### src/lssw_consts.vh
// constants and register map for the low-side switch protection and diagnosis block
// Summary of operation
// - channels one to four need injector enable high
// - link timeout switches every stage off
// - per-channel bit: limit only or switch off
// - overcurrent counts after 40 to 70 us filter
// - overcurrent sets fault code, off if configured
// - overtemperature holds outputs off through hysteresis
// - off-state detector latched after diagnosis filter time
// - reading fault register refreshes to present state
// - pull-down disabled: no open load, short kept
// - pull currents disabled on 18-20: no off diagnosis
// - codes 00 none 01 batt/temp 10 open 11 short
// - priority: battery/temp, open load, short, none
`ifndef LSSW_CONSTS_VH
`define LSSW_CONSTS_VH
`define LSSW_NCH          14
`define LSSW_CLK_MHZ      200
`define LSSW_TOC_MIN_US   40
`define LSSW_TOC_MAX_US   70
`define LSSW_TOC_CYC      ((`LSSW_TOC_MIN_US + `LSSW_TOC_MAX_US) / 2 * `LSSW_CLK_MHZ)
`define LSSW_TDIAG_US     100
`define LSSW_TDIAG_CYC    (`LSSW_TDIAG_US * `LSSW_CLK_MHZ)
`define LSSW_CNT_W        16
`define LSSW_ADDR_ON      12'h000
`define LSSW_ADDR_OCMODE  12'h004
`define LSSW_ADDR_PDDIS   12'h008
`define LSSW_ADDR_FAULT   12'h00c
`define LSSW_ADDR_STATUS  12'h010
`define LSSW_ADDR_IRQEN   12'h014
`define LSSW_ADDR_IRQCLR  12'h018
`define LSSW_ADDR_OUTSTAT 12'h01c
`define LSSW_CODE_NONE    2'b00
`define LSSW_CODE_BATT    2'b01
`define LSSW_CODE_OPEN    2'b10
`define LSSW_CODE_SCG     2'b11
`define LSSW_FIRST_UPPER  11
`endif

### src/lssw_top.v
// low-side switch control, protection and off-state diagnosis with apb registers
//
// The register offsets and the APB slave port are this design's own decisions.
`timescale 1ns/1ps
`include "lssw_consts.vh"
module lssw_top #(
	parameter NCH       = `LSSW_NCH,
	parameter TOC_CYC   = `LSSW_TOC_CYC,
	parameter TDIAG_CYC = `LSSW_TDIAG_CYC
) (
	input  wire             pclk,
	input  wire             presetn,
	input  wire             psel,
	input  wire             penable,
	input  wire             pwrite,
	input  wire [11:0]      paddr,
	input  wire [31:0]      pwdata,
	output reg  [31:0]      prdata,
	output reg              pready,
	output reg              pslverr,
	input  wire             injector_stage_enable,
	input  wire             link_timeout,
	input  wire [NCH-1:0]   oc_raw,
	input  wire [NCH-1:0]   ot_raw,
	input  wire [NCH-1:0]   ol_raw,
	input  wire [NCH-1:0]   scg_raw,
	output reg  [NCH-1:0]   gate_on,
	output reg  [NCH-1:0]   diag_enable,
	output reg  [NCH-1:0]   pull_current_on,
	output reg              irq
);
	localparam CW = `LSSW_CNT_W;
	localparam [CW-1:0] TOC_C = TOC_CYC;
	localparam [CW-1:0] TDG_C = TDIAG_CYC;

	reg  [NCH-1:0]   on_q, ocmode_q, pddis_q, en_q, sts_q;
	reg  [2*NCH-1:0] fault_q;
	reg  [2*NCH-1:0] cur_code;
	reg  [NCH-1:0]   ocdet_q, octrip_q, otl_q, offdiag_q;
	reg  [NCH-1:0]   ol_lat_q, scg_lat_q;
	// three-stage synchronisers for pin and analog inputs
	reg  [1:0]       inj_s, tmo_s;
	reg              inj_q, tmo_q, inj_s3, tmo_s3;
	reg  [NCH-1:0]   oc1, oc2, oc3, ot1, ot2, ot3, ol1, ol2, ol3, sg1, sg2, sg3;
	reg  [NCH-1:0]   oc_f, ot_f, ol_f, sg_f;
	reg  [NCH-1:0]   ev_oc;
	wire             wr = psel & penable & pwrite;
	wire             rd = psel & penable & ~pwrite;
	wire [NCH-1:0]   allow;

	always @(posedge pclk or negedge presetn) begin
		if (!presetn) begin
			inj_s <= 2'b00; tmo_s <= 2'b00; inj_s3 <= 1'b0; tmo_s3 <= 1'b0;
			inj_q <= 1'b0; tmo_q <= 1'b0;
			oc1 <= {NCH{1'b0}}; oc2 <= {NCH{1'b0}}; oc3 <= {NCH{1'b0}};
			ot1 <= {NCH{1'b0}}; ot2 <= {NCH{1'b0}}; ot3 <= {NCH{1'b0}};
			ol1 <= {NCH{1'b0}}; ol2 <= {NCH{1'b0}}; ol3 <= {NCH{1'b0}};
			sg1 <= {NCH{1'b0}}; sg2 <= {NCH{1'b0}}; sg3 <= {NCH{1'b0}};
			oc_f <= {NCH{1'b0}}; ot_f <= {NCH{1'b0}};
			ol_f <= {NCH{1'b0}}; sg_f <= {NCH{1'b0}};
		end else begin
			inj_s <= {inj_s[0], injector_stage_enable};
			inj_s3 <= inj_s[1];
			if (inj_s[1] == inj_s3) begin
				inj_q <= inj_s3;
			end
			tmo_s <= {tmo_s[0], link_timeout};
			tmo_s3 <= tmo_s[1];
			if (tmo_s[1] == tmo_s3) begin
				tmo_q <= tmo_s3;
			end
			oc1 <= oc_raw; oc2 <= oc1; oc3 <= oc2;
			ot1 <= ot_raw; ot2 <= ot1; ot3 <= ot2;
			ol1 <= ol_raw; ol2 <= ol1; ol3 <= ol2;
			sg1 <= scg_raw; sg2 <= sg1; sg3 <= sg2;
			// a bit changes only when stages two and three agree
			oc_f <= (oc2 & oc3) | (oc_f & (oc2 | oc3));
			ot_f <= (ot2 & ot3) | (ot_f & (ot2 | ot3));
			ol_f <= (ol2 & ol3) | (ol_f & (ol2 | ol3));
			sg_f <= (sg2 & sg3) | (sg_f & (sg2 | sg3));
		end
	end

	genvar g;
	generate
		for (g = 0; g < NCH; g = g + 1) begin : g_ch
			reg [CW-1:0] occ_q, dgc_q;
			// first four channels are the injector stages
			assign allow[g] = on_q[g] & ~tmo_q & (g >= 4 || inj_q)
				& ~otl_q[g] & ~octrip_q[g];
			always @(posedge pclk or negedge presetn) begin
				if (!presetn) begin
					occ_q <= {CW{1'b0}};
					dgc_q <= {CW{1'b0}};
					ocdet_q[g] <= 1'b0;
					octrip_q[g] <= 1'b0;
					otl_q[g] <= 1'b0;
					offdiag_q[g] <= 1'b0;
					ol_lat_q[g] <= 1'b0;
					scg_lat_q[g] <= 1'b0;
					ev_oc[g] <= 1'b0;
				end else begin
					ev_oc[g] <= 1'b0;
					// filter runs only while on, current is limited meanwhile
					if (oc_f[g] && gate_on[g]) begin
						if (occ_q < TOC_C) begin
							occ_q <= occ_q + 1'b1;
						end else if (!ocdet_q[g]) begin
							ocdet_q[g] <= 1'b1;
							ev_oc[g] <= 1'b1;
							if (ocmode_q[g]) begin
								octrip_q[g] <= 1'b1;
							end
						end
					end else begin
						occ_q <= {CW{1'b0}};
						if (!oc_f[g]) begin
							ocdet_q[g] <= 1'b0;
						end
					end
					// tripped channel stays off until software turns it off
					if (!on_q[g]) begin
						octrip_q[g] <= 1'b0;
					end
					// ot_raw is the comparator with hysteresis already in it
					otl_q[g] <= ot_f[g];
					offdiag_q[g] <= ~on_q[g];
					if (on_q[g]) begin
						dgc_q <= {CW{1'b0}};
					end else if (dgc_q < TDG_C) begin
						dgc_q <= dgc_q + 1'b1;
					end else begin
						ol_lat_q[g] <= ol_f[g];
						scg_lat_q[g] <= sg_f[g];
					end
				end
			end
			always @* begin
				// pull-down disable suppresses open load only, or open load and short on 18-20
				if (otl_q[g] || ocdet_q[g]) begin
					cur_code[2*g+1:2*g] = `LSSW_CODE_BATT;
				end else if (pddis_q[g] && g >= `LSSW_FIRST_UPPER) begin
					cur_code[2*g+1:2*g] = `LSSW_CODE_NONE;
				end else if (ol_lat_q[g] && !pddis_q[g]) begin
					cur_code[2*g+1:2*g] = `LSSW_CODE_OPEN;
				end else if (scg_lat_q[g]) begin
					cur_code[2*g+1:2*g] = `LSSW_CODE_SCG;
				end else begin
					cur_code[2*g+1:2*g] = `LSSW_CODE_NONE;
				end
			end
		end
	endgenerate

	always @(posedge pclk or negedge presetn) begin
		if (!presetn) begin
			on_q <= {NCH{1'b0}};
			ocmode_q <= {NCH{1'b0}};
			pddis_q <= {NCH{1'b0}};
			en_q <= {NCH{1'b0}};
			sts_q <= {NCH{1'b0}};
			fault_q <= {2*NCH{1'b0}};
			prdata <= 32'h00000000;
			pready <= 1'b0;
			pslverr <= 1'b0;
			gate_on <= {NCH{1'b0}};
			diag_enable <= {NCH{1'b0}};
			pull_current_on <= {NCH{1'b0}};
			irq <= 1'b0;
		end else begin
			gate_on <= allow;
			// gate the detector with allow so it never overlaps a conducting cycle
			diag_enable <= offdiag_q & ~allow;
			pull_current_on <= offdiag_q & ~allow & ~pddis_q;
			// fault field ORs in each new code bitwise until read; read refreshes
			if (rd && pready && paddr == `LSSW_ADDR_FAULT) begin
				fault_q <= cur_code;
			end else begin
				fault_q <= fault_q | cur_code;
			end
			// set wins over clear
			sts_q <= (sts_q & ~((wr && pready && paddr == `LSSW_ADDR_IRQCLR) ?
				pwdata[NCH-1:0] : {NCH{1'b0}})) | ev_oc | (otl_q & ~ot_f);
			irq <= |(sts_q & en_q);
			pready <= psel & ~pready;
			pslverr <= 1'b0;
			if (psel && !pready) begin
				prdata <= 32'h00000000;
				case (paddr)
				`LSSW_ADDR_ON:      prdata[NCH-1:0] <= on_q;
				`LSSW_ADDR_OCMODE:  prdata[NCH-1:0] <= ocmode_q;
				`LSSW_ADDR_PDDIS:   prdata[NCH-1:0] <= pddis_q;
				`LSSW_ADDR_FAULT:   prdata[2*NCH-1:0] <= fault_q;
				`LSSW_ADDR_STATUS:  prdata[NCH-1:0] <= sts_q;
				`LSSW_ADDR_IRQEN:   prdata[NCH-1:0] <= en_q;
				`LSSW_ADDR_IRQCLR:  prdata <= 32'h00000000;
				`LSSW_ADDR_OUTSTAT: prdata[NCH-1:0] <= gate_on;
				default:            pslverr <= 1'b1;
				endcase
				// raised in setup so it stands at the pready edge
				if (paddr > `LSSW_ADDR_OUTSTAT || paddr[1:0] != 2'b00) begin
					pslverr <= 1'b1;
				end
			end
			if (wr && pready) begin
				case (paddr)
				`LSSW_ADDR_ON:     on_q <= pwdata[NCH-1:0];
				`LSSW_ADDR_OCMODE: ocmode_q <= pwdata[NCH-1:0];
				`LSSW_ADDR_PDDIS:  pddis_q <= pwdata[NCH-1:0];
				`LSSW_ADDR_IRQEN:  en_q <= pwdata[NCH-1:0];
				default:           en_q <= en_q;
				endcase
			end
		end
	end
endmodule

### config.mk
export PLATFORM = sky130hd
export DESIGN_NAME = lssw_top
export DESIGN_NICKNAME = d
export VERILOG_FILES = /design/src/lssw_top.v
export VERILOG_INCLUDE_DIRS = /design/src
export SDC_FILE = /design/constraint.sdc
export NUM_CORES = 2
export LEC_CHECK = 0
export BUFFER_PORTS_ARGS = -buffer_cell sky130_fd_sc_hd__buf_2
export CORE_MARGIN = 2
export CORE_UTILIZATION = 45
export CTS_BUF_LIST = sky130_fd_sc_hd__clkbuf_2 sky130_fd_sc_hd__clkbuf_4 sky130_fd_sc_hd__clkbuf_8
export DETAILED_ROUTE_END_ITERATION = 6
export PLACE_DENSITY = 0.65
export SKIP_CTS_REPAIR_TIMING = 1
export SLEW_MARGIN = 0
export SYNTH_ARGS = -nofsm -noshare
export SYNTH_HDL_FRONTEND = slang
export SYNTH_SLANG_ARGS = --single-unit
export TNS_END_PERCENT = 10
### constraint.sdc
create_clock -name pclk -period 2.71 [get_ports pclk]
set_input_delay 0 -clock pclk [delete_from_list [all_inputs] [get_ports pclk]]
set_output_delay 0 -clock pclk [all_outputs]
set_load 0.01 [all_outputs]
Word level (Yosys, flattened, before mapping)
Index checks and enable logic that the tools add are counted.
{"block": "word_totals", "reg_bits": 949, "out_inout_bits": 77}
{"block": "op_classes", "addsub": 28, "order_cmp": 29, "eq_ne": 107, "muxes": 262, "bitwise": 137, "n_reduce_logical": 127}
{"cell": "$mux 16", "n": 56}
{"cell": "$add 16x1->16 const B", "n": 28}
{"cell": "$lt 16x14->1 const B", "n": 14}
{"cell": "$lt 16x15->1 const B", "n": 14}
{"cell": "$and 14x14->14", "n": 13}
{"cell": "$mux 1", "n": 157}
{"cell": "$or 14x14->14", "n": 10}
{"cell": "$ne 2x1->1 const B", "n": 56}
{"cell": "$pmux 14 s7", "n": 1}
{"cell": "$mux 2", "n": 45}
{"cell": "$ne 2x2->1 const B", "n": 42}
{"cell": "$reduce_and 2->1", "n": 32}
{"cell": "$not 1->1", "n": 59}
{"cell": "$not 14->14", "n": 4}
{"cell": "$reduce_and 4->1", "n": 14}
{"cell": "$and 1x1->1", "n": 50}
{"cell": "$eq 12x5->1 const B", "n": 4}
{"cell": "$logic_and 1x1->1", "n": 33}
{"cell": "$reduce_bool 2->1", "n": 15}
{"cell": "$mux 14", "n": 2}
{"cell": "$mux 28", "n": 1}
{"cell": "$or 28x28->28", "n": 1}
{"cell": "$eq 12x4->1 const B", "n": 2}
{"cell": "$logic_not 1->1", "n": 15}
{"cell": "other kinds (7)", "n": 22}

Logic depth before layout (Yosys ltp)
{"block": "logic_depth", "word_depth": 9, "depth_mapped": 9, "ltp_nobuf": 6}

Least setup slack after synthesis
Ideal clock, no wire load.
{"block": "synth_path", "path_type": "reg-to-reg", "from": "reg g_ch[13].dgc_q[8]", "to": "reg g_ch[13].dgc_q[7]", "setup_ns": 0.132, "arrival_time_ns": 2.126, "setup_slack_ns": 0.452, "path_stages_with_launch": 6, "path_buffers": 0, "cell_sequence": "dfrtp_1 or4_1 a2111oi_2 or3b_2 xor2_1 nor2_1"}
{"block": "synth_via", "elab_chain_cells": 2}
{"element": "start: declaration", "line": "lssw_top.v:87", "source": "reg [CW-1:0] occ_q, dgc_q;"}
{"element": "start signal: assignment", "line": "lssw_top.v:94", "source": "dgc_q <= {CW{1'b0}};"}
{"element": "start signal: assignment", "line": "lssw_top.v:129", "source": "dgc_q <= {CW{1'b0}};"}
{"element": "start signal: assignment", "line": "lssw_top.v:131", "source": "dgc_q <= dgc_q + 1'b1;"}
{"element": "$lt 16x15->1", "line": "lssw_top.v:130", "source": "end else if (dgc_q < TDG_C) begin"}
{"element": "$reduce_bool 2->1 (no line)"}
No other way between the ends.
A chain may end at the register's enable or synchronous reset.

Final worst setup path
{"block": "layout_path", "from": "reg g_ch[8].dgc_q[9]", "to": "reg scg_lat_q[8]"}
{"block": "layout_via", "elab_chain_cells": 3}
{"element": "start: declaration", "line": "lssw_top.v:87"}
{"element": "start signal: assignment", "line": "lssw_top.v:94"}
{"element": "start signal: assignment", "line": "lssw_top.v:129"}
{"element": "start signal: assignment", "line": "lssw_top.v:131"}
{"element": "$lt 16x15->1", "line": "lssw_top.v:130"}
{"element": "$not 1->1 (no line)"}
{"element": "$reduce_and 2->1 (no line)"}
{"element": "end signal: indexed assignment", "line": "lssw_top.v:134", "source": "scg_lat_q[g] <= sg_f[g];"}
{"element": "end: declaration", "line": "lssw_top.v:40", "source": "reg [NCH-1:0] ol_lat_q, scg_lat_q;"}
No other way between the ends.

==> metrics.txt <==
status=completed; Period Utilization, post-route=88.5%; Hold Violations, Final=0; CTS tree=yes; Slew headroom=23.6%; core area=86900 um2; PnR Total Power=31.8 mW; multiplexer area fraction after synthesis=3.74%; area occupied by multi-input gates=15000 um2; sum of negative setup slack=0 ns; first-pass iteration count of the detailed router=5; min-delay worst type=primary input to flip-flop; Synth area leaders=dfrtp_1, xnor2_1, nor2_1; Critical Path Start Type=flip-flop; Routed WL=91.4 mm; layout cells sized above 1=16.2%; Filler cells=7412; Crit path buffers/inverters=0; Ys Warns=0; # DRC=0; vias in the first global route=26800; initial DRC count=2127; Yosys reg bits=949; GR peak layer=met2; nets@finish=4103; CP Class=flip-flop to flip-flop; Max IR drop VDD=0.531 mV; Setup violations, final=0; Tot GR Track Use=20.2%; Critical Path Max Stage Delay=0.90 ns; ys async rst share=100%; CP max FO=11; CTS Buf Count=162; syn avg cell area=11.3 um2; Final Slew Violations=0; Gate Count Post-Synth=3509; crit-path leading delay family=compound AO/OA/AOI/OAI gates; IO buf count=161; TritonCTS Sinks=949; sequential fraction of the synthesis area=60.0%; Synth top area share=60.0%; vias per std cell=5.35; Main synth FF type=dfrtp_1; Yosys cell types=74; Adder-Cell Fraction of Synth Area=2.35%; Slowest-stage cell, CP=o21ai_0; largest family of logic cells by synthesized area=simple AND/OR/NAND/NOR gates; RSZ-0062 raised after global routing=false; clock-pin slew on the worst setup and hold paths=0.07 ns; initial antenna violation count=15; min cycle time layout=2.40 ns; H-tree levels=4; Post-synth EDFFs=0; Synth-to-Final Area Change=20.0%; Post-Synth XOR/XNOR Area=6.51%; Clk Latency, worst-skew pair=0.81 ns; vias=28100; Initial Util=45.5%; HPWL Detailed=60.9 mm; Setup Skew=0.0470 ns; GR Util met1=28.8%; global routing met3 resource utilization=5.71%; crit-path cells=nand3_1 > o21ai_0 > a21oi_1 > nor2_1 > mux2_2; top-count cell post-synth=dfrtp_1; Die Ht=301 um; DIE AREA=90300 um2; DR WL/cell=17.4 um; GR Overflow Total=0; Max clock buf depth=3; synth cell count leaders=dfrtp_1, nor2_1, nand2_1; Die X=301 um; Routability Congestion=0.875; CP required=3.38 ns; largest net degree at the start of global routing=112; # IOs=184; area leader, netlist=dfrtp_1; Synth Area in Compound Gates=8.88%; Max-Cap Viols=0; Root Driver=clkbuf_8; Worst EP arrival=3.07 ns; register area=23700 um2; Crit. End Element=flip-flop; Simple-Gate Fraction of Synth Area=16.4%; worst slew pin tran=1.13 ns; highest clock rate=417 MHz; GR Util met2=29.8%; leakage=20.5 nW; # rows=108; first-pass GRT wire length=146 mm; Pwr per Cell Area=670 nW/um2; Post-Synthesis Cell Area=39600 um2; antenna viol nets, final=0
## worst paths after layout
| path | start | end | slack, ns | cells after the start |
|---|---|---|---|---|
| worst max-delay path | g_ch[8].dgc_q[9]$_DFFE_PN0N_ | scg_lat_q[8]$_DFFE_PN0P_ | 0.31 | 5 |
| worst min-delay path | paddr[8] | ocmode_q[0]$_DFFE_PN0P_ | 0.05 | 6 |
| worst max register to register | g_ch[8].dgc_q[9]$_DFFE_PN0N_ | scg_lat_q[8]$_DFFE_PN0P_ | 0.31 | 5 |
| worst min register to register | ot1[8]$_DFF_PN0_ | ot2[8]$_DFF_PN0_ | 0.33 | 0 |
| max in group asynchronous | presetn | oc3[6]$_DFF_PN0_ | 1.62 | 4 |
| min in group asynchronous | presetn | g_ch[8].dgc_q[12]$_DFFE_PN0N_ | 0.49 | 4 |
## per-layer routing
layer	wire length [um]	vias up	share of wire (%)
li1	-	13400	-
met1	42600	13900	47
met2	41200	656	45
met3	5810	157	6.4
met4	1720	16	1.9
met5	104	-	0.11
## layout make-up
class,instances,area share [%]
clock buffers,242,6.49
diodes,5,0.0264
repair buffers,404,6.82
flip-flops and latches,949,50.0
clock inverters,46,1.16
multi-input cells,2346,31.6
inverters,105,0.830
well taps,1155,3.04
## cell families after synthesis
| group | after synthesis |
|---|---|
| AND/OR/NAND/NOR | 1322 |
| buffers and inverters | 217 |
| flip-flops | 949 |
| XOR/XNOR | 294 |
| other | 1 |
| adder cells (fa/ha/maj) | 86 |
| AO/OA/AOI/OAI | 508 |
| multiplexers | 132 |
## state kept, by name, summed over array words and instances, names as in the netlist, 28 cells and up
| signal | count |
|---|---|
| fault_q | 28 |
| g_ch.dgc_q | 224 |
| g_ch.occ_q | 224 |
| prdata | 28 |
## tightest hold or removal path: cells and delay by family
| kind | cells | cell delay (ns) |
|---|---|---|
| buffers and inverters | 2 | 0.29 |
| muxes | 1 | 0.17 |
| and+or+nand+nor | 3 | 0.36 |
## placed cells by master, fill, tap and decap left out, drive strengths merged, types with 28 or more instances in the layout
cell type and instances:
inv 111, ha 28, a22o 29, mux2 96, buf 253, and2 42, mux2i 33, nor4 78
dlygate4sd3 151, clkbuf 242, and4 43, nand4 82, maj3 58, nand3 148, o21ai 65, nor2b 36
nor3 71, nand2 252, xnor2 233, nor2 427, or3 35, xor2 61, a21oi 141, dfrtp 949
and3 59, a211oi 68
## report_power, final
part | internal, mW | switching (mW) | total, mW
logic | 0.868 | 1.09 | 1.96
clock network | 8.19 | 5.93 | 14.1
registers | 14.9 | 0.775 | 15.7
## per-stage QoR
step	utilization [%]	hold slack (ns)	cells	worst slack, ns	cell area, um2
floorplan	-	-0.296	3512	0.452	39600
global placement	48.7	0.00926	4807	0.409	42300
detailed placement	48.7	0.00964	4807	0.388	42300
CTS	52.8	-0.883	5095	0.343	45900
global route	54.6	0.0349	5251	0.0732	47500
finish	54.6	0.0547	5252	0.313	47500
(Power assumes the default switching activity.)
